### config.mk
export PLATFORM = sky130hd
export DESIGN_NAME = supply_voltage_detect_ctrl
export DESIGN_NICKNAME = d
export VERILOG_FILES = /design/src/supply_monitor_pkg.sv /design/src/threshold_decoder.sv /design/src/supply_voltage_detect_ctrl.sv
export SDC_FILE = /design/constraint.sdc
export NUM_CORES = 1
export LEC_CHECK = 0
export BUFFER_PORTS_ARGS = -buffer_cell sky130_fd_sc_hd__clkbuf_2
export CAP_MARGIN = 20
export CORE_UTILIZATION = 44
export CTS_BUF_LIST = sky130_fd_sc_hd__clkbuf_4
export DETAILED_ROUTE_END_ITERATION = 7
export PLACE_DENSITY = 0.78
export RECOVER_POWER = 100
export SYNTH_ARGS = -nofsm -noshare
export SYNTH_HDL_FRONTEND = slang
export SYNTH_SLANG_ARGS = --single-unit
export TNS_END_PERCENT = 10
### constraint.sdc
create_clock -name hclk -period 1.87 [get_ports hclk]
set_clock_uncertainty 0.2 [all_clocks]
set_input_delay 0.0935 -clock hclk [delete_from_list [all_inputs] [get_ports hclk]]
set_output_delay 0.0935 -clock hclk [all_outputs]
set_load 0.03 [all_outputs]
### src/supply_monitor_pkg.sv
// Operation
// - Four-bit code selects 1.30 V plus 0.10 V steps
// - Comparator enabled exactly while detector_on is one
// - Clearing detector_on latches result, comparator off
// - Result zero at/above threshold, one below; read-only
// - Reset clears threshold, detector_on and result
// - detector_on bit 0, result bit 1, bits 3:2 zero
package supply_monitor_pkg;

    // ------------------------------------------------------------
    // Register map (word indices, byte address is index * 4)
    // ------------------------------------------------------------
    localparam logic [29:0] IDX_THRESHOLD = 30'h0000ff04;
    localparam logic [29:0] IDX_CONTROL = 30'h0000ff05;
    localparam logic [29:0] IDX_IRQ_STATUS = 30'h0000ff10;
    localparam logic [29:0] IDX_IRQ_MASK = 30'h0000ff11;

    // ------------------------------------------------------------
    // Fields and reset values
    // ------------------------------------------------------------
    localparam int DETECTOR_ON_BIT = 0;
    localparam int DETECT_RESULT_BIT = 1;
    localparam int EV_CAPTURE_BIT = 0;
    localparam int EV_LOW_BIT = 1;
    localparam int IRQ_W = 2;
    localparam logic [3:0] THRESHOLD_RESET = 4'h0;
    localparam logic DETECTOR_ON_RESET = 1'b0;
    localparam logic DETECT_RESULT_RESET = 1'b0;
    localparam logic [1:0] IRQ_RESET = 2'h0;

    // ------------------------------------------------------------
    // Criteria levels in millivolts
    // ------------------------------------------------------------
    localparam int LEVEL_BASE_MV = 1300;
    localparam int LEVEL_STEP_MV = 100;

    // ------------------------------------------------------------
    // Detector settling time, kept by software
    // ------------------------------------------------------------
    localparam int MIN_ON_US = 100;
    localparam int CLK_MHZ = 200;
    localparam int MIN_ON_CYCLES = MIN_ON_US * CLK_MHZ;

    // ------------------------------------------------------------
    // Bus slave states
    // ------------------------------------------------------------
    typedef enum logic [3:0] {
        ST_IDLE = 4'h1,
        ST_WRITE = 4'h2,
        ST_READ_WAIT = 4'h4,
        ST_READ_DONE = 4'h8
    } bus_state_t;

endpackage : supply_monitor_pkg

### src/threshold_decoder.sv
`timescale 1ns/1ps
module threshold_decoder #(
    parameter int CODE_W = 4,
    parameter int LEVEL_W = 12
) (
    input wire logic [CODE_W-1:0] code,
    output logic [LEVEL_W-1:0] level_mv
);

    logic [LEVEL_W-1:0] level_table [2**CODE_W];

    // ------------------------------------------------------------
    // One criteria level per code
    // ------------------------------------------------------------
    for (genvar i = 0; i < 2**CODE_W; i++) begin : g_level
        assign level_table[i] = LEVEL_W'(supply_monitor_pkg::LEVEL_BASE_MV
            + supply_monitor_pkg::LEVEL_STEP_MV * i);
    end

    assign level_mv = level_table[code];

endmodule : threshold_decoder

### src/supply_voltage_detect_ctrl.sv
`timescale 1ns/1ps
module supply_voltage_detect_ctrl #(
    parameter int LEVEL_W = 12
) (
    input wire logic hclk,
    input wire logic hresetn,
    input wire logic hsel,
    input wire logic [31:0] haddr,
    input wire logic [1:0] htrans,
    input wire logic hwrite,
    input wire logic [2:0] hsize,
    input wire logic [31:0] hwdata,
    input wire logic hready,
    output logic hreadyout,
    output logic hresp,
    output logic [31:0] hrdata,
    input wire logic supply_below,
    output logic comparator_enable,
    output logic [3:0] threshold_code,
    output logic [LEVEL_W-1:0] criteria_mv,
    output logic irq
);

    supply_monitor_pkg::bus_state_t state;
    supply_monitor_pkg::bus_state_t next_state;
    logic [29:0] addr_idx;
    logic accept;
    logic wr_threshold;
    logic wr_control;
    logic wr_status;
    logic wr_mask;
    logic off_edge;
    logic [3:0] threshold_select;
    logic detector_on;
    logic detect_result;
    logic [1:0] irq_status;
    logic [1:0] irq_mask;
    logic [1:0] irq_event;
    logic [1:0] irq_clear;
    logic [LEVEL_W-1:0] decoded_mv;
    logic [31:0] read_mux;

    // ------------------------------------------------------------
    // AHB-Lite slave: zero-wait writes, one wait state on reads
    // ------------------------------------------------------------
    assign accept = hsel && hready && htrans[1];
    assign hresp = 1'b0;
    assign hreadyout = (state != supply_monitor_pkg::ST_READ_WAIT);

    always_comb begin
        next_state = state;
        case (state)
            supply_monitor_pkg::ST_IDLE,
            supply_monitor_pkg::ST_WRITE,
            supply_monitor_pkg::ST_READ_DONE: begin
                if (accept) begin
                    next_state = hwrite ? supply_monitor_pkg::ST_WRITE
                                        : supply_monitor_pkg::ST_READ_WAIT;
                end else begin
                    next_state = supply_monitor_pkg::ST_IDLE;
                end
            end
            supply_monitor_pkg::ST_READ_WAIT: begin
                next_state = supply_monitor_pkg::ST_READ_DONE;
            end
            default: begin
                next_state = supply_monitor_pkg::ST_IDLE;
            end
        endcase
    end

    always_ff @(posedge hclk or negedge hresetn) begin
        if (!hresetn) begin
            state <= supply_monitor_pkg::ST_IDLE;
        end else begin
            state <= next_state;
        end
    end

    always_ff @(posedge hclk or negedge hresetn) begin
        if (!hresetn) begin
            addr_idx <= 30'h0;
        end else if (accept && hreadyout) begin
            addr_idx <= haddr[31:2];
        end
    end

    // ------------------------------------------------------------
    // Write decode
    // ------------------------------------------------------------
    assign wr_threshold = (state == supply_monitor_pkg::ST_WRITE)
        && (addr_idx == supply_monitor_pkg::IDX_THRESHOLD);
    assign wr_control = (state == supply_monitor_pkg::ST_WRITE)
        && (addr_idx == supply_monitor_pkg::IDX_CONTROL);
    assign wr_status = (state == supply_monitor_pkg::ST_WRITE)
        && (addr_idx == supply_monitor_pkg::IDX_IRQ_STATUS);
    assign wr_mask = (state == supply_monitor_pkg::ST_WRITE)
        && (addr_idx == supply_monitor_pkg::IDX_IRQ_MASK);

    // Detector being switched from on to off by this write
    assign off_edge = wr_control && detector_on
        && !hwdata[supply_monitor_pkg::DETECTOR_ON_BIT];

    // ------------------------------------------------------------
    // Threshold select and level
    // ------------------------------------------------------------
    always_ff @(posedge hclk or negedge hresetn) begin
        if (!hresetn) begin
            threshold_select <= supply_monitor_pkg::THRESHOLD_RESET;
        end else if (wr_threshold) begin
            threshold_select <= hwdata[3:0];
        end
    end

    threshold_decoder #(
        .CODE_W(4),
        .LEVEL_W(LEVEL_W)
    ) u_decoder (
        .code(threshold_select),
        .level_mv(decoded_mv)
    );

    always_ff @(posedge hclk or negedge hresetn) begin
        if (!hresetn) begin
            criteria_mv <= LEVEL_W'(supply_monitor_pkg::LEVEL_BASE_MV);
        end else begin
            criteria_mv <= decoded_mv;
        end
    end

    assign threshold_code = threshold_select;

    // ------------------------------------------------------------
    // Detector control and result latch
    // ------------------------------------------------------------
    always_ff @(posedge hclk or negedge hresetn) begin
        if (!hresetn) begin
            detector_on <= supply_monitor_pkg::DETECTOR_ON_RESET;
        end else if (wr_control) begin
            detector_on <= hwdata[supply_monitor_pkg::DETECTOR_ON_BIT];
        end
    end

    assign comparator_enable = detector_on;

    always_ff @(posedge hclk or negedge hresetn) begin
        if (!hresetn) begin
            detect_result <= supply_monitor_pkg::DETECT_RESULT_RESET;
        end else if (off_edge) begin
            detect_result <= supply_below;
        end
    end

    // ------------------------------------------------------------
    // Interrupts: sticky status, write one to clear, set wins
    // ------------------------------------------------------------
    always_comb begin
        irq_event = 2'h0;
        irq_event[supply_monitor_pkg::EV_CAPTURE_BIT] = off_edge;
        irq_event[supply_monitor_pkg::EV_LOW_BIT] = off_edge && supply_below;
        irq_clear = wr_status ? hwdata[1:0] : 2'h0;
    end

    always_ff @(posedge hclk or negedge hresetn) begin
        if (!hresetn) begin
            irq_status <= supply_monitor_pkg::IRQ_RESET;
        end else begin
            irq_status <= (irq_status & ~irq_clear) | irq_event;
        end
    end

    always_ff @(posedge hclk or negedge hresetn) begin
        if (!hresetn) begin
            irq_mask <= supply_monitor_pkg::IRQ_RESET;
        end else if (wr_mask) begin
            irq_mask <= hwdata[1:0];
        end
    end

    assign irq = |(irq_status & irq_mask);

    // ------------------------------------------------------------
    // Read path, unmapped reads return zero
    // ------------------------------------------------------------
    always_comb begin
        read_mux = 32'h0;
        case (addr_idx)
            supply_monitor_pkg::IDX_THRESHOLD: begin
                read_mux[3:0] = threshold_select;
            end
            supply_monitor_pkg::IDX_CONTROL: begin
                read_mux[supply_monitor_pkg::DETECTOR_ON_BIT] = detector_on;
                read_mux[supply_monitor_pkg::DETECT_RESULT_BIT] =
                    detect_result;
            end
            supply_monitor_pkg::IDX_IRQ_STATUS: begin
                read_mux[1:0] = irq_status;
            end
            supply_monitor_pkg::IDX_IRQ_MASK: begin
                read_mux[1:0] = irq_mask;
            end
            default: begin
                read_mux = 32'h0;
            end
        endcase
    end

    always_ff @(posedge hclk or negedge hresetn) begin
        if (!hresetn) begin
            hrdata <= 32'h0;
        end else if (state == supply_monitor_pkg::ST_READ_WAIT) begin
            hrdata <= read_mux;
        end
    end
endmodule : supply_voltage_detect_ctrl

# --- Word level (Yosys, flattened, before mapping) ---
# Memories as Yosys holds them, arrays and structs flattened. A register that Yosys moved wholly into a read port is not among the register bits.
# Index checks and enable logic that the tools add are counted.
classes:
  n_reduce_logical: 14
  n_mux: 6
  n_bitwise: 5
  eq_ne: 9
op_table:
  columns: ["op", "n"]
  rows:
  - ["30-bit by 16-bit equality test with 1-bit output (second input constant)", 4]
  - ["1-bit logical AND", 10]
  - ["2-bit case mux with 4 select lines", 1]
  - ["4-bit case mux with 2 select lines", 1]
  - ["3-bit 2-to-1 mux", 2]
  - ["4-bit NOT with 5-bit output", 1]
  - ["2-bit AND", 2]
  - ["4-bit by 1-bit equality test with 1-bit output (second input constant)", 1]
  - ["4-bit by 2-bit equality test with 1-bit output (second input constant)", 1]
  - ["4-bit by 3-bit equality test with 1-bit output (second input constant)", 1]
  - ["4-bit equality test (second input constant)", 1]
  - ["2-bit 2-to-1 mux", 2]
  - ["4-bit by 3-bit inequality test with 1-bit output (second input constant)", 1]
  - ["3-bit OR reduction", 1]
  - ["1-bit logical NOT", 2]
  - ["2-bit NOT", 1]
  - ["2-bit OR", 1]
  - ["2-bit OR reduction", 1]
word_totals:
  out_inout_bits: 52
  elab_cells: 43
  mem_bits_ro: 192
  memories: 1
  inputBits: 75
  register_bits: 48
mem_list:
  columns: ["memory", "depth", "word_bits", "rd", "rd_clocked_by_memory_dff", "wr", "line", "rtl"]
  rows:
  - ["(no name shown)", 16, 12, 1, 1, 0, "threshold_decoder.sv:20", "assign level_mv = level_table[code];"]

# --- Depth between registers and ports, before layout ---
# Gate-level depths: netlist (run 1).
depth:
  word_depth: 6
  depth_mapped: 5
  depth_no_buf: 5

# --- Cells and area by module ---
# From an unflattened synthesis (run 1), not the netlist that was laid out.
unflattened:
  cells_unflattened: 228
  hier_area_um2: 2874.0
by_module_without_submodules:
  columns: ["module", "seq_area_each_um2", "cells_each", "instances", "area_each_um2"]
  rows:
  - ["supply_voltage_detect_ctrl", 1507.7, 190, 1, 2598.7]
  - ["threshold_decoder", 0.0, 38, 1, 275.3]

# --- Worst setup path after synthesis (run 1) ---
# Ideal clock, no wire load.
synth_path:
  path_type: "register -> register"
  start: "register addr_idx[18]"
  end: "register irq_mask[0]"
  path_stages_with_launch: 5
  path_slack_ns: -0.139
  n_path_buf: 0
  period_less_slack_ns: 2.009
  arrival_ns: 1.684
  required_ns: 1.545
  setup_ns: 0.125
  cell_sequence: "dfrtp_1 nor4_1 nand4_2 nor4_1 mux2_2"
synth_via:
  elab_chain_cells: 2
synth_lines:
  columns: ["element", "line", "rtl"]
  rows:
  - ["start: declaration", "supply_voltage_detect_ctrl.sv:26", "logic [29:0] addr_idx;"]
  - ["start signal: assignment", "supply_voltage_detect_ctrl.sv:84", "addr_idx <= haddr[31:2];"]
  - ["30-bit by 16-bit equality test with 1-bit output", "supply_voltage_detect_ctrl.sv:98", "&& (addr_idx == supply_monitor_pkg::IDX_IRQ_MASK);"]
  - ["1-bit logical AND", "supply_voltage_detect_ctrl.sv:98", null]
  - ["end signal: assignment", "supply_voltage_detect_ctrl.sv:174", "irq_mask <= supply_monitor_pkg::IRQ_RESET;"]
  - ["end signal: assignment", "supply_voltage_detect_ctrl.sv:176", "irq_mask <= hwdata[1:0];"]
  - ["end: declaration", "supply_voltage_detect_ctrl.sv:37", "logic [1:0] irq_mask;"]
# No other way between the ends.
# A chain may end at the register's enable or synchronous reset.

# --- Final worst setup path (run 1) ---
layout_path:
  start: "register addr_idx[1]"
  end: "register irq_mask[0]"
# The elaborated chain is that of the path after synthesis.

==> results.rst, run 1 <==
.. list-table::
   :header-rows: 1

   * - Metric
     - Value
   * - CTS tree
     - built
   * - Post-Route WL
     - 5780 um
   * - Transition time at the pin with the least slew margin
     - 1.19 ns
   * - Leak pwr
     - 1.75 nW
   * - Final std cells w/o fill
     - 422
   * - Result of the run
     - finished, violations left
   * - Final Setup Violations
     - 13
   * - Slew Limit Fails
     - 0
   * - Grt ovf
     - 0
   * - Fraction of power spent switching nets
     - 27.2%
   * - Core region area
     - 5990 um^2
   * - Total chip power
     - 2.80 mW
   * - Via-to-Cell Ratio
     - 4.75
   * - H-tree levels
     - 3
   * - Share of synthesized area occupied by flip-flops and latches
     - 52.7%
   * - Yosys warnings
     - 0
   * - Routed WL per cell
     - 13.7 um
   * - Global placer's final weighted congestion
     - 0.831
   * - Most frequent cell after synthesis
     - dfrtp_1
   * - Cell row count
     - 28
   * - Height of the die
     - 81.3 um
   * - DRC violations left
     - 0
   * - Setup repair after global routing missed its margin
     - true
   * - Sequential share of power
     - 52.6%
   * - Type of the setup path with the least slack
     - reg2reg
   * - Violated checks
     - setup timing
   * - Largest vdd supply drop
     - 0.503 mV
   * - Max-capacitance violation count
     - 0
   * - Flip-flop and latch count after synthesis
     - 58
   * - Post-synth cell types
     - 42
   * - Longest Clk Path Bufs
     - 2
   * - Combinational share of power
     - 16.6%
   * - Portion of total power attributed to the clock network
     - 30.8%
   * - Worst min-delay path endpoint
     - addr_idx[24]
   * - Number of clock sinks
     - 58
   * - GRT Overall Usage
     - 20.3%
   * - Cell-internal power
     - 2.04 mW
   * - Synthesized netlist cell count
     - 221
   * - Clock buffer count from CTS
     - 9
   * - Die boundary width
     - 81.3 um
   * - Fin crit period
     - 2.06 ns
   * - # diodes
     - 0
   * - Largest net degree at the start of global routing
     - 31
   * - First-pass GRT wire length
     - 9650 um
   * - Pwr/cell area
     - 747 nW/um^2
   * - Category of the worst setup path launch point
     - register
   * - Post-synth EDFFs
     - 0
   * - Worst slew margin relative to its limit
     - 20.7%
   * - Most frequent cells after synthesis
     - dfrtp_1, mux2_2, buf_4
   * - Number of fill cells in the layout
     - 473
   * - Reg2reg setup slack
     - -0.19 ns
   * - Number of antenna violations at the first check in global routing
     - 0
   * - Clock latency reported for the late side of the worst-skew pair
     - 0.40 ns
   * - Cell area after synthesis
     - 2770 um^2
   * - R2r worst-path depth
     - 5
   * - Switching Power
     - 0.762 mW
   * - Root cell of the clock tree
     - clkbuf_4
   * - Number of cells after detailed placement
     - 366
   * - Synth Flop Type
     - dfrtp_1
   * - Syn_area_per_cell
     - 12.5 um^2
   * - Port Buffers
     - 61
   * - Number of placed I/O pins
     - 127
   * - Post-layout net count
     - 422
   * - Area growth from synthesis to layout
     - 35.5%
   * - Residual antenna-violating net count after detailed routing
     - 0
   * - Final total negative setup slack
     - -1.94 ns
   * - Largest area contributor in the netlist
     - dfrtp_1
   * - Required @ worst endpoint
     - 1.96 ns
   * - Endpoint of the most critical register-to-register path
     - irq_mask[0]
   * - Min-Delay Path Depth
     - 5
   * - Via count of the first global-routing pass
     - 2010
   * - Startpoint of the worst hold path
     - htrans[1]
   * - Total number of vias
     - 2006
   * - Share of the synthesized area in the top cell type
     - 48.0%
   * - Iteration-0 DRC Markers
     - 77
   * - DPL Wire Length
     - 3900 um
   * - FFs w/ async S/R, synth
     - 100%
   * - Number of hold-slack violations in the final timing report
     - 0
   * - Tightest Hold Check Type
     - in2reg
   * - Clk slew on worst S/H paths
     - 0.10 ns
   * - Crit path DAT
     - 2.15 ns
   * - Fraction of layout instances using a drive strength above 1
     - 37.8%
   * - Iteration count of the initial detailed-routing pass
     - 5
   * - Achievable Freq
     - 0.485 GHz
   * - Final critical-path share of the clock period
     - 110%
   * - Starting density of the core
     - 46.2%
   * - Worst reg2reg startpoint
     - addr_idx[1]
   * - Final design utilization
     - 62.6%
   * - CP Capture Type
     - register
   * - Ranking of synthesized cells by area
     - dfrtp_1, mux2_2, buf_4
   * - Crit path max fanout
     - 4
   * - Worst Setup Slack, final
     - -0.192 ns
   * - Die Area
     - 6610 um^2
[cells in the final DEF (no fill, tap or decap), drive strengths merged, types with 2 or more instances in the layout]
cell type and instances:
inv 5, nand3 3, nand4 2, dfstp 5, clkinv 5, o31ai 2
a21oi 3, conb 31, clkbuf 73, nor2b 3, nor4 7, nand2 11
mux2i 5, xnor2 2, nand2b 2, o22a 2, mux2 39, o21ai 6
or2 2, a21o 2, nor2 5, dfrtp 53, buf 16, dlygate4sd3 39
nor4b 2, ha 5, o41ai 2, nand4b 2, nor3 3
[critical path, stage by stage, from the launching register on]
cell and delay, ns:
dfrtp_1 0.43, nor4bb_4 0.34, nand4_2 0.21, buf_4 0.20
nor4_4 0.21, mux2_2 0.37
[registers in the layout (all words and copies together), names as in the netlist]
name and count:
addr_idx 30, criteria_mv 10, hrdata 4, state 4
threshold_code 4, irq_mask 2, irq_status 2, comparator_enable 1
detect_result 1
[per-layer routing]
layer,vias up,global-route usage [%],wire [um]
li1,961,-,-
met1,963,24.3,2390
met2,72,33.8,2970
met3,10,6.18,317
met4,0,8.57,110
met5,-,0,0
[final cells by class]
type	instances	area, um^2	area share (%)
Sequential cell	58	1460	38.9
Timing Repair Buffer	118	811	21.6
Clock buffer	10	75.1	2.00
Inverter	5	18.8	0.501
Tap cell	75	93.8	2.50
Multi-Input combinational cell	150	1230	32.9
Clock inverter	6	57.6	1.54
[per-stage QoR]
stage	area [um^2]	setup WS (ns)	hold WS, ns
2_1_floorplan	2910	-0.0874	-0.402
3_3_place_gp	3200	-0.195	-0.0868
3_5_place_dp	3200	-0.251	-0.0736
4_1_cts	3780	-0.193	0.0201
5_1_grt	3750	-0.277	0.193
6_report	3750	-0.192	0.196
[cell families after synthesis]
| family | after synthesis | synth area share [%] |
|---|---|---|
| fa+ha+maj | 5 | 2.26 |
| simple gates | 46 | 11.1 |
| compound gates | 21 | 5.11 |
| mux | 44 | 17.7 |
| other cells | 1 | 0.136 |
| xor+xnor | 3 | 0.950 |
| flops | 58 | 52.7 |
| buf+inv | 43 | 10.0 |
[power groups by stage]
stage | Sequential [mW] | Clock, mW | Combinational, mW
floorplan | 1.46 | 0 | 0.316
global placement | 1.48 | 0 | 0.377
detailed placement | 1.49 | 0 | 0.391
CTS | 1.47 | 0.888 | 0.461
global route | 1.49 | 0.960 | 0.505
finish | 1.47 | 0.862 | 0.464
[worst max-delay path by stage]
stage / from / endpoint / cells after the start
after floorplan: addr_idx[1] / threshold_code[0] / 4
after global placement: addr_idx[1] / comparator_enable / 5
after detailed placement: addr_idx[1] / comparator_enable / 5
after CTS: addr_idx[3] / irq_mask[0] / 5
after global routing: addr_idx[3] / irq_mask[0] / 5
final: addr_idx[1] / irq_mask[0] / 5
[what timing repair did]
item / 4_1_cts / 5_1_grt
setup endpoints to repair: 15 / 15
gates resized for setup: 8 / 3
setup buffers: 1 / 0
hold endpoints to repair: 97 / 0
hold buffers: 39 / 0
pin swaps: 3 / 2
Note: power is estimated with default switching activity, not from simulation.
==> run 2: changes to the inputs <==
- PLACE_DENSITY: 0.78 -> default
- PLACE_DENSITY_LB_ADDON: default -> 0.3
==> run 2 against run 1 <==
The run still ends with setup timing left. Power up 4.5%. Cell area up 0.90%. Hold slack about the same. Critical endpoint is now irq_status[0]. Global-route usage down 1.2 points. Register-to-register slack better by 0.02 ns. Largest cell class unchanged. Fmax up 0.91%. Sequential cell count unchanged. Utilization up 0.56 points.
==> results.rst, run 2 (synthesis gave the netlist of run 1 again) <==
.. list-table::
   :header-rows: 1

   * - Metric
     - Value
   * - Final Setup Violations
     - 15 (was 13)
   * - Area growth from synthesis to layout
     - 36.7% (was 35.5%)
   * - DPL Wire Length
     - 3700 um (was 3900 um)
   * - Achievable Freq
     - 0.489 GHz (was 0.485 GHz)
   * - Iteration count of the initial detailed-routing pass
     - 4 (was 5)
   * - Worst Setup Slack, final
     - -0.174 ns (was -0.192 ns)
   * - Number of hold-slack violations in the final timing report
     - 0 (unchanged)
   * - Clock buffer count from CTS
     - 9 (unchanged)
   * - Most common library cell in the layout ignoring fill and taps
     - dfrtp_1 (unchanged)
   * - Max FFs per register
     - 30 (unchanged)
   * - Leak pwr
     - 1.74 nW (was 1.75 nW)
   * - Die Area
     - 6610 um^2 (unchanged)
   * - Area used by sequential logic in the layout
     - 1460 um^2 (unchanged)
   * - Number of clock sinks
     - 58 (unchanged)
   * - Die boundary width
     - 81.3 um (unchanged)
   * - Crit path max-delay family
     - simple AND/OR/NAND/NOR gates (unchanged)
   * - Post-layout net count
     - 424 (was 422)
   * - Max-capacitance violation count
     - 0 (unchanged)
   * - Buffers and inverters on the worst path
     - 0 (was 1)
   * - Largest vdd supply drop
     - 0.557 mV (was 0.503 mV)
   * - Required @ worst endpoint
     - 1.98 ns (was 1.96 ns)
   * - Worst slew margin relative to its limit
     - 5.98% (was 20.7%)
   * - Violated checks
     - setup timing (unchanged)
   * - H-tree levels
     - 3 (unchanged)
   * - Transition time at the pin with the least slew margin
     - 1.41 ns (was 1.19 ns)
   * - Crit-path cells
     - nor4b_4 > or4b_1 > or3_1 > a21o_1 (was nor4bb_4 > nand4_2 > buf_4 > nor4_4 > mux2_2)
   * - Worst hold-check slack
     - 0.196 ns (about the same)
   * - Number of fill cells in the layout
     - 497 (was 473)
   * - Longest Clk Path Bufs
     - 2 (unchanged)
   * - Total chip power
     - 2.93 mW (was 2.80 mW)
   * - Largest net degree at the start of global routing
     - 59 (was 31)
   * - Slew Limit Fails
     - 0 (unchanged)
   * - Cell row count
     - 28 (unchanged)
   * - Multi-input gate area
     - 1230 um^2 (about the same)
   * - Height of the die
     - 81.3 um (unchanged)
   * - Max incr delay on CP
     - 0.48 ns (was 0.43 ns)
   * - Largest register by flop count
     - addr_idx (unchanged)
   * - Type of the setup path with the least slack
     - reg2reg (unchanged)
   * - Reg2reg setup slack
     - -0.17 ns (was -0.19 ns)
   * - Number of placed I/O pins
     - 127 (unchanged)
   * - Starting density of the core
     - 46.2% (unchanged)
   * - Port Buffers
     - 61 (unchanged)
   * - Final critical-path share of the clock period
     - 109% (was 110%)
   * - Routed WL per cell
     - 13.2 um (was 13.7 um)
   * - Root cell of the clock tree
     - clkbuf_4 (unchanged)
   * - Clk slew on worst S/H paths
     - 0.10 ns (about the same)
   * - Setup repair after global routing missed its margin
     - true (unchanged)
   * - Area after DPL
     - 3220 um^2 (was 3200 um^2)
   * - Cell type of the slowest stage on the worst timing path
     - or4b_1 (was dfrtp_1)
   * - DRC violations left
     - 0 (unchanged)
   * - Tightest Hold Check Type
     - in2reg (unchanged)
   * - Fin crit period
     - 2.04 ns (was 2.06 ns)
   * - Residual antenna-violating net count after detailed routing
     - 0 (unchanged)
   * - Grt ovf
     - 0 (unchanged)
   * - # diodes
     - 0 (unchanged)
   * - Final Cell Area
     - 3780 um^2 (was 3750 um^2)
   * - Fraction of layout instances using a drive strength above 1
     - 37.5% (was 37.8%)
   * - CTS tree
     - built (unchanged)
   * - Via-to-Cell Ratio
     - 4.80 (was 4.75)
   * - First-pass GRT wire length
     - 9190 um (was 9650 um)
   * - GRT Overall Usage
     - 19.1% (was 20.3%)
   * - CP Capture Type
     - register (unchanged)
   * - Global placer's final weighted congestion
     - 0.756 (was 0.831)
   * - Clock latency reported for the late side of the worst-skew pair
     - 0.40 ns (about the same)
   * - Total number of vias
     - 2036 (was 2006)
   * - Most used cells in the layout excluding fill and tap cells
     - dfrtp_1, clkbuf_2, mux2_2, dlygate4sd3_1, conb_1 (unchanged)
   * - Crit path max fanout
     - 4 (unchanged)
   * - Placement Setup Slack
     - -0.230 ns (was -0.251 ns)
   * - Result of the run
     - finished, violations left (unchanged)
   * - Iteration-0 DRC Markers
     - 70 (was 77)
   * - Crit path DAT
     - 2.15 ns (about the same)
   * - Via count of the first global-routing pass
     - 1983 (was 2010)
   * - Pwr/cell area
     - 774 nW/um^2 (was 747 nW/um^2)
   * - Top Registers
     - addr_idx (30), criteria_mv (10) (unchanged)
   * - Number of antenna violations at the first check in global routing
     - 0 (unchanged)
   * - Core region area
     - 5990 um^2 (unchanged)
   * - Post-Route WL
     - 5580 um (was 5780 um)
   * - Category of the worst setup path launch point
     - register (unchanged)
[run 2: changes by cell type in the layout (fill, tap and decap cells not counted), moves of 2 or more]
cell / previous run / this run
nor4_2: 3 / 1
clkbuf_1: 22 / 20
clkbuf_2: 40 / 43
nor4_4: 3 / 5
clkinv_2: 3 / 1
clkinv_1: 1 / 3
[run 2: worst paths after layout]
| path | startpoint | end | depth (start not counted) |
|---|---|---|---|
| setup / recovery | state[2] | irq_status[0] | 4 |
| hold reg to reg | threshold_code[0] | criteria_mv[2] | 1 |
| max in group asynchronous | hresetn | addr_idx[21] | 3 |
| min in group asynchronous | hresetn | state[1] | 3 |
| hold / removal | htrans[1] | addr_idx[27] | 5 |
| setup reg to reg | state[2] | irq_status[0] | 4 |
[run 2: worst register-to-register path, cell delays in order, from the launching register on]
cell and delay [ns]:
dfrtp_1 0.41, nor4b_4 0.36, or4b_1 0.48, or3_1 0.32, a21o_1 0.18
[run 2: timing repair]
item                                   in CTS  in global routing
pin swaps                                   4                  1
setup endpoints to repair                  15                 15
hold buffers                               39                  0
gates resized for setup                     7                  3
endpoints found under the hold margin     101                  0
setup buffers                               1                  0
[run 2: routing by layer]
metal	global-route usage [%]	wire length, um
met1	22.2	2310
met2	31.8	2840
met3	7.64	304
met4	6.61	118
met5	0	0
[run 2: metrics by stage]
step / TNS [ns] / std cells / util [%]
after floorplan: -0.553 / 251 / -
after CTS: -1.99 / 424 / 63.5
final: -1.63 / 424 / 63.1
after detailed placement: -2.36 / 368 / 53.7
after global routing: -9.22 / 424 / 63.1
after global placement: -1.86 / 368 / 53.7
[run 2: report_power, final]
| part | leakage, nW | switching (mW) | internal, mW | total [mW] |
|---|---|---|---|---|
| clock network | 0.0784 | 0.453 | 0.527 | 0.979 |
| logic | 0.938 | 0.218 | 0.247 | 0.465 |
| registers | 0.729 | 0.0995 | 1.38 | 1.48 |
[run 2: final cells by class]
class | instances | share of cell area, %
clock buffer | 9 | 1.79
clock inverter | 7 | 2.22
inverter | 5 | 0.496
multi-input combinational | 150 | 32.5
sequential | 58 | 38.6
tap | 75 | 2.48
timing repair buffer | 120 | 21.9
==> run 3: changes to the inputs <==
- BUFFER_PORTS_ARGS: -buffer_cell sky130_fd_sc_hd__clkbuf_2 -> default
- CORE_UTILIZATION: 44 -> 59
- DONT_BUFFER_PORTS: default -> 1
- RECOVER_POWER: 100 -> default
==> run 3 against run 2 <==
The flow finishes with violations (DRC, hold timing, setup timing). Cell area is 7.5% lower. Global-route usage is 5.2 points higher. Die area is 25% lower. Highest routed layer unchanged.
==> results.rst, run 3 (synthesis gave the netlist of run 1 again) <==
.. list-table::
   :header-rows: 1

   * - Metric
     - Value
   * - Result of the run
     - finished, violations left (unchanged)
   * - Violated checks
     - DRC, hold timing, setup timing (was setup timing)
   * - Final Setup Violations
     - 13 (was 15)
   * - GRT Overall Usage
     - 24.3% (was 19.1%)
   * - Die boundary width
     - 70.5 um (was 81.3 um)
   * - Root cell of the clock tree
     - clkbuf_4 (unchanged)
   * - Clock buffer count from CTS
     - 9 (unchanged)
   * - Worst Setup Slack, final
     - -0.189 ns (was -0.174 ns)
   * - Leak pwr
     - 1.59 nW (was 1.74 nW)
   * - Core region area
     - 4440 um^2 (was 5990 um^2)
   * - Fraction of layout instances using a drive strength above 1
     - 32.6% (was 37.5%)
   * - Via count of the first global-routing pass
     - 1887 (was 1983)
   * - Grt ovf
     - 0 (unchanged)
   * - Starting density of the core
     - 62.2% (was 46.2%)
   * - Routed WL per cell
     - 15.3 um (was 13.2 um)
   * - Number of antenna violations at the first check in global routing
     - 0 (unchanged)
   * - Pwr/cell area
     - 755 nW/um^2 (was 774 nW/um^2)
   * - # diodes
     - 0 (unchanged)
   * - Via-to-Cell Ratio
     - 5.26 (was 4.80)
   * - Transition time at the pin with the least slew margin
     - 0.576 ns (was 1.41 ns)
   * - Area after DPL
     - 2880 um^2 (was 3220 um^2)
   * - Worst slew margin relative to its limit
     - 61.6% (was 5.98%)
   * - Die Area
     - 4960 um^2 (was 6610 um^2)
   * - Top Registers
     - addr_idx (30), criteria_mv (10) (unchanged)
   * - Category of the worst setup path launch point
     - register (unchanged)
   * - Type of the setup path with the least slack
     - reg2out (was reg2reg)
   * - H-tree levels
     - 3 (unchanged)
   * - Max FFs per register
     - 30 (unchanged)
   * - Tightest Hold Check Type
     - in2async (was in2reg)
   * - Port Buffers
     - 0 (was 61)
   * - Crit-path cells
     - buf_4 > nor4b_4 > buf_4 > inv_1 > buf_4 (was nor4b_4 > or4b_1 > or3_1 > a21o_1)
   * - Final design utilization
     - 78.7% (was 63.1%)
   * - Setup repair after global routing missed its margin
     - true (unchanged)
   * - Residual antenna-violating net count after detailed routing
     - 0 (unchanged)
   * - Iteration-0 DRC Markers
     - 176 (was 70)
   * - Most used cells in the layout excluding fill and tap cells
     - dfrtp_1, dlygate4sd3_1, mux2_2, conb_1, buf_4 (was dfrtp_1, clkbuf_2, mux2_2, dlygate4sd3_1, conb_1)
   * - CTS tree
     - built (unchanged)
   * - Global placer's final weighted congestion
     - 0.798 (was 0.756)
   * - Cell type of the slowest stage on the worst timing path
     - dfrtp_1 (was or4b_1)
   * - Largest net degree at the start of global routing
     - 59 (unchanged)
   * - Crit path DAT
     - 1.77 ns (was 2.15 ns)
   * - Final critical-path share of the clock period
     - 110% (was 109%)
   * - Number of hold-slack violations in the final timing report
     - 4 (was 0)
   * - Post-Route WL
     - 5260 um (was 5580 um)
   * - Achievable Freq
     - 0.486 GHz (was 0.489 GHz)
   * - Required @ worst endpoint
     - 1.58 ns (was 1.98 ns)
   * - Number of placed I/O pins
     - 127 (unchanged)
   * - Reg2reg setup slack
     - -0.18 ns (was -0.17 ns)
   * - Clk slew on worst S/H paths
     - 0.10 ns (about the same)
   * - Final Cell Area
     - 3500 um^2 (was 3780 um^2)
   * - Iteration count of the initial detailed-routing pass
     - 8 (was 4)
   * - DRC violations left
     - 19 (was 0)
   * - Largest register by flop count
     - addr_idx (unchanged)
   * - Fin crit period
     - 2.06 ns (was 2.04 ns)
   * - R2r worst-path depth
     - 4 (unchanged)
   * - First-pass GRT wire length
     - 8820 um (was 9190 um)
   * - Most common library cell in the layout ignoring fill and taps
     - dfrtp_1 (unchanged)
   * - Endpoint of the most critical register-to-register path
     - irq_status[0] (unchanged)
   * - Cell type with the highest occurrence count on the critical path
     - buf_4
   * - Max-capacitance violation count
     - 0 (unchanged)
   * - Post-layout net count
     - 366 (was 424)
   * - Crit path max fanout
     - 7 (was 4)
   * - DPL Wire Length
     - 3270 um (was 3700 um)
   * - Max incr delay on CP
     - 0.40 ns (was 0.48 ns)
   * - Worst hold-check slack
     - -0.00750 ns (was 0.196 ns)
   * - CP Capture Type
     - output pin (was register)
   * - Slew Limit Fails
     - 0 (unchanged)
   * - Worst reg2reg startpoint
     - state[2] (unchanged)
   * - Clock latency reported for the late side of the worst-skew pair
     - 0.40 ns (about the same)
   * - Area growth from synthesis to layout
     - 26.4% (was 36.7%)
   * - Number of clock sinks
     - 58 (unchanged)
   * - Launching element of the worst setup path
     - state[1] (was state[2])
   * - Total number of vias
     - 1803 (was 2036)
   * - Longest Clk Path Bufs
     - 2 (unchanged)
   * - Total chip power
     - 2.64 mW (was 2.93 mW)
   * - Cell row count
     - 24 (was 28)
   * - Largest vdd supply drop
     - 0.603 mV (was 0.557 mV)
   * - Height of the die
     - 70.5 um (was 81.3 um)
[run 3: changes by cell type in the layout (fill, tap and decap cells not counted), sizes merged]
cell    before  now
buf         17   23
bufinv       2    0
clkbuf      73    9
clkinv       4    6
[run 3: metal layers]
metal  vias to the layer above  share of wire [%]  wire (um)  global-route usage, %
met3                        14                5.1        268                   6.35
li1                        856                  -          -                      -
met2                        73                 50       2650                   40.6
met4                         0                2.9        154                   14.1
met5                         -                  0          0                      0
met1                       860                 42       2180                   28.2
[run 3: power breakdown]
group | switching [mW] | internal [mW]
registers | 0.0983 | 1.38
clock network | 0.455 | 0.256
logic | 0.216 | 0.234
[run 3: metrics by stage]
| stage | TNS (ns) | instances | setup WS (ns) |
|---|---|---|---|
| floorplan | -0.553 | 251 | -0.0874 |
| global placement | -2.73 | 285 | -0.261 |
| detailed placement | -3.08 | 285 | -0.302 |
| CTS | -1.86 | 341 | -0.184 |
| global route | -2.91 | 343 | -0.271 |
| finish | -1.62 | 343 | -0.189 |
[run 3: critical path: cells and delay by family (launching register included)]
kind,cells,cell delay [ns]
DFF,1,0.40
buffers and inverters,4,0.65
and+or+nand+nor,1,0.31
[run 3: worst max path at each step]
stage	cells past startpoint	slack, ns	end
after floorplan	4	-0.09	threshold_code[0]
after global placement	5	-0.26	comparator_enable
after detailed placement	5	-0.30	comparator_enable
after CTS	4	-0.18	irq_status[0]
after global routing	5	-0.27	hreadyout
final	5	-0.19	hreadyout
[run 3: repair_timing]
| action | CTS | global route |
|---|---|---|
| pin swaps | 4 | 2 |
| hold buffers | 40 | 0 |
| gates resized for setup | 10 | 2 |
| buffers inserted | 0 | 2 |
| hold endpoints to repair | 101 | 0 |
| setup endpoints to repair | 15 | 15 |
[run 3: final cells by class]
class | instances | area, um^2
Inverter | 5 | 18.8
Fill cell | 281 | 948
Timing Repair Buffer | 62 | 599
Multi-Input combinational cell | 150 | 1250
Clock inverter | 7 | 36.3
Sequential cell | 58 | 1460
Tap cell | 52 | 65.1
Clock buffer | 9 | 67.6
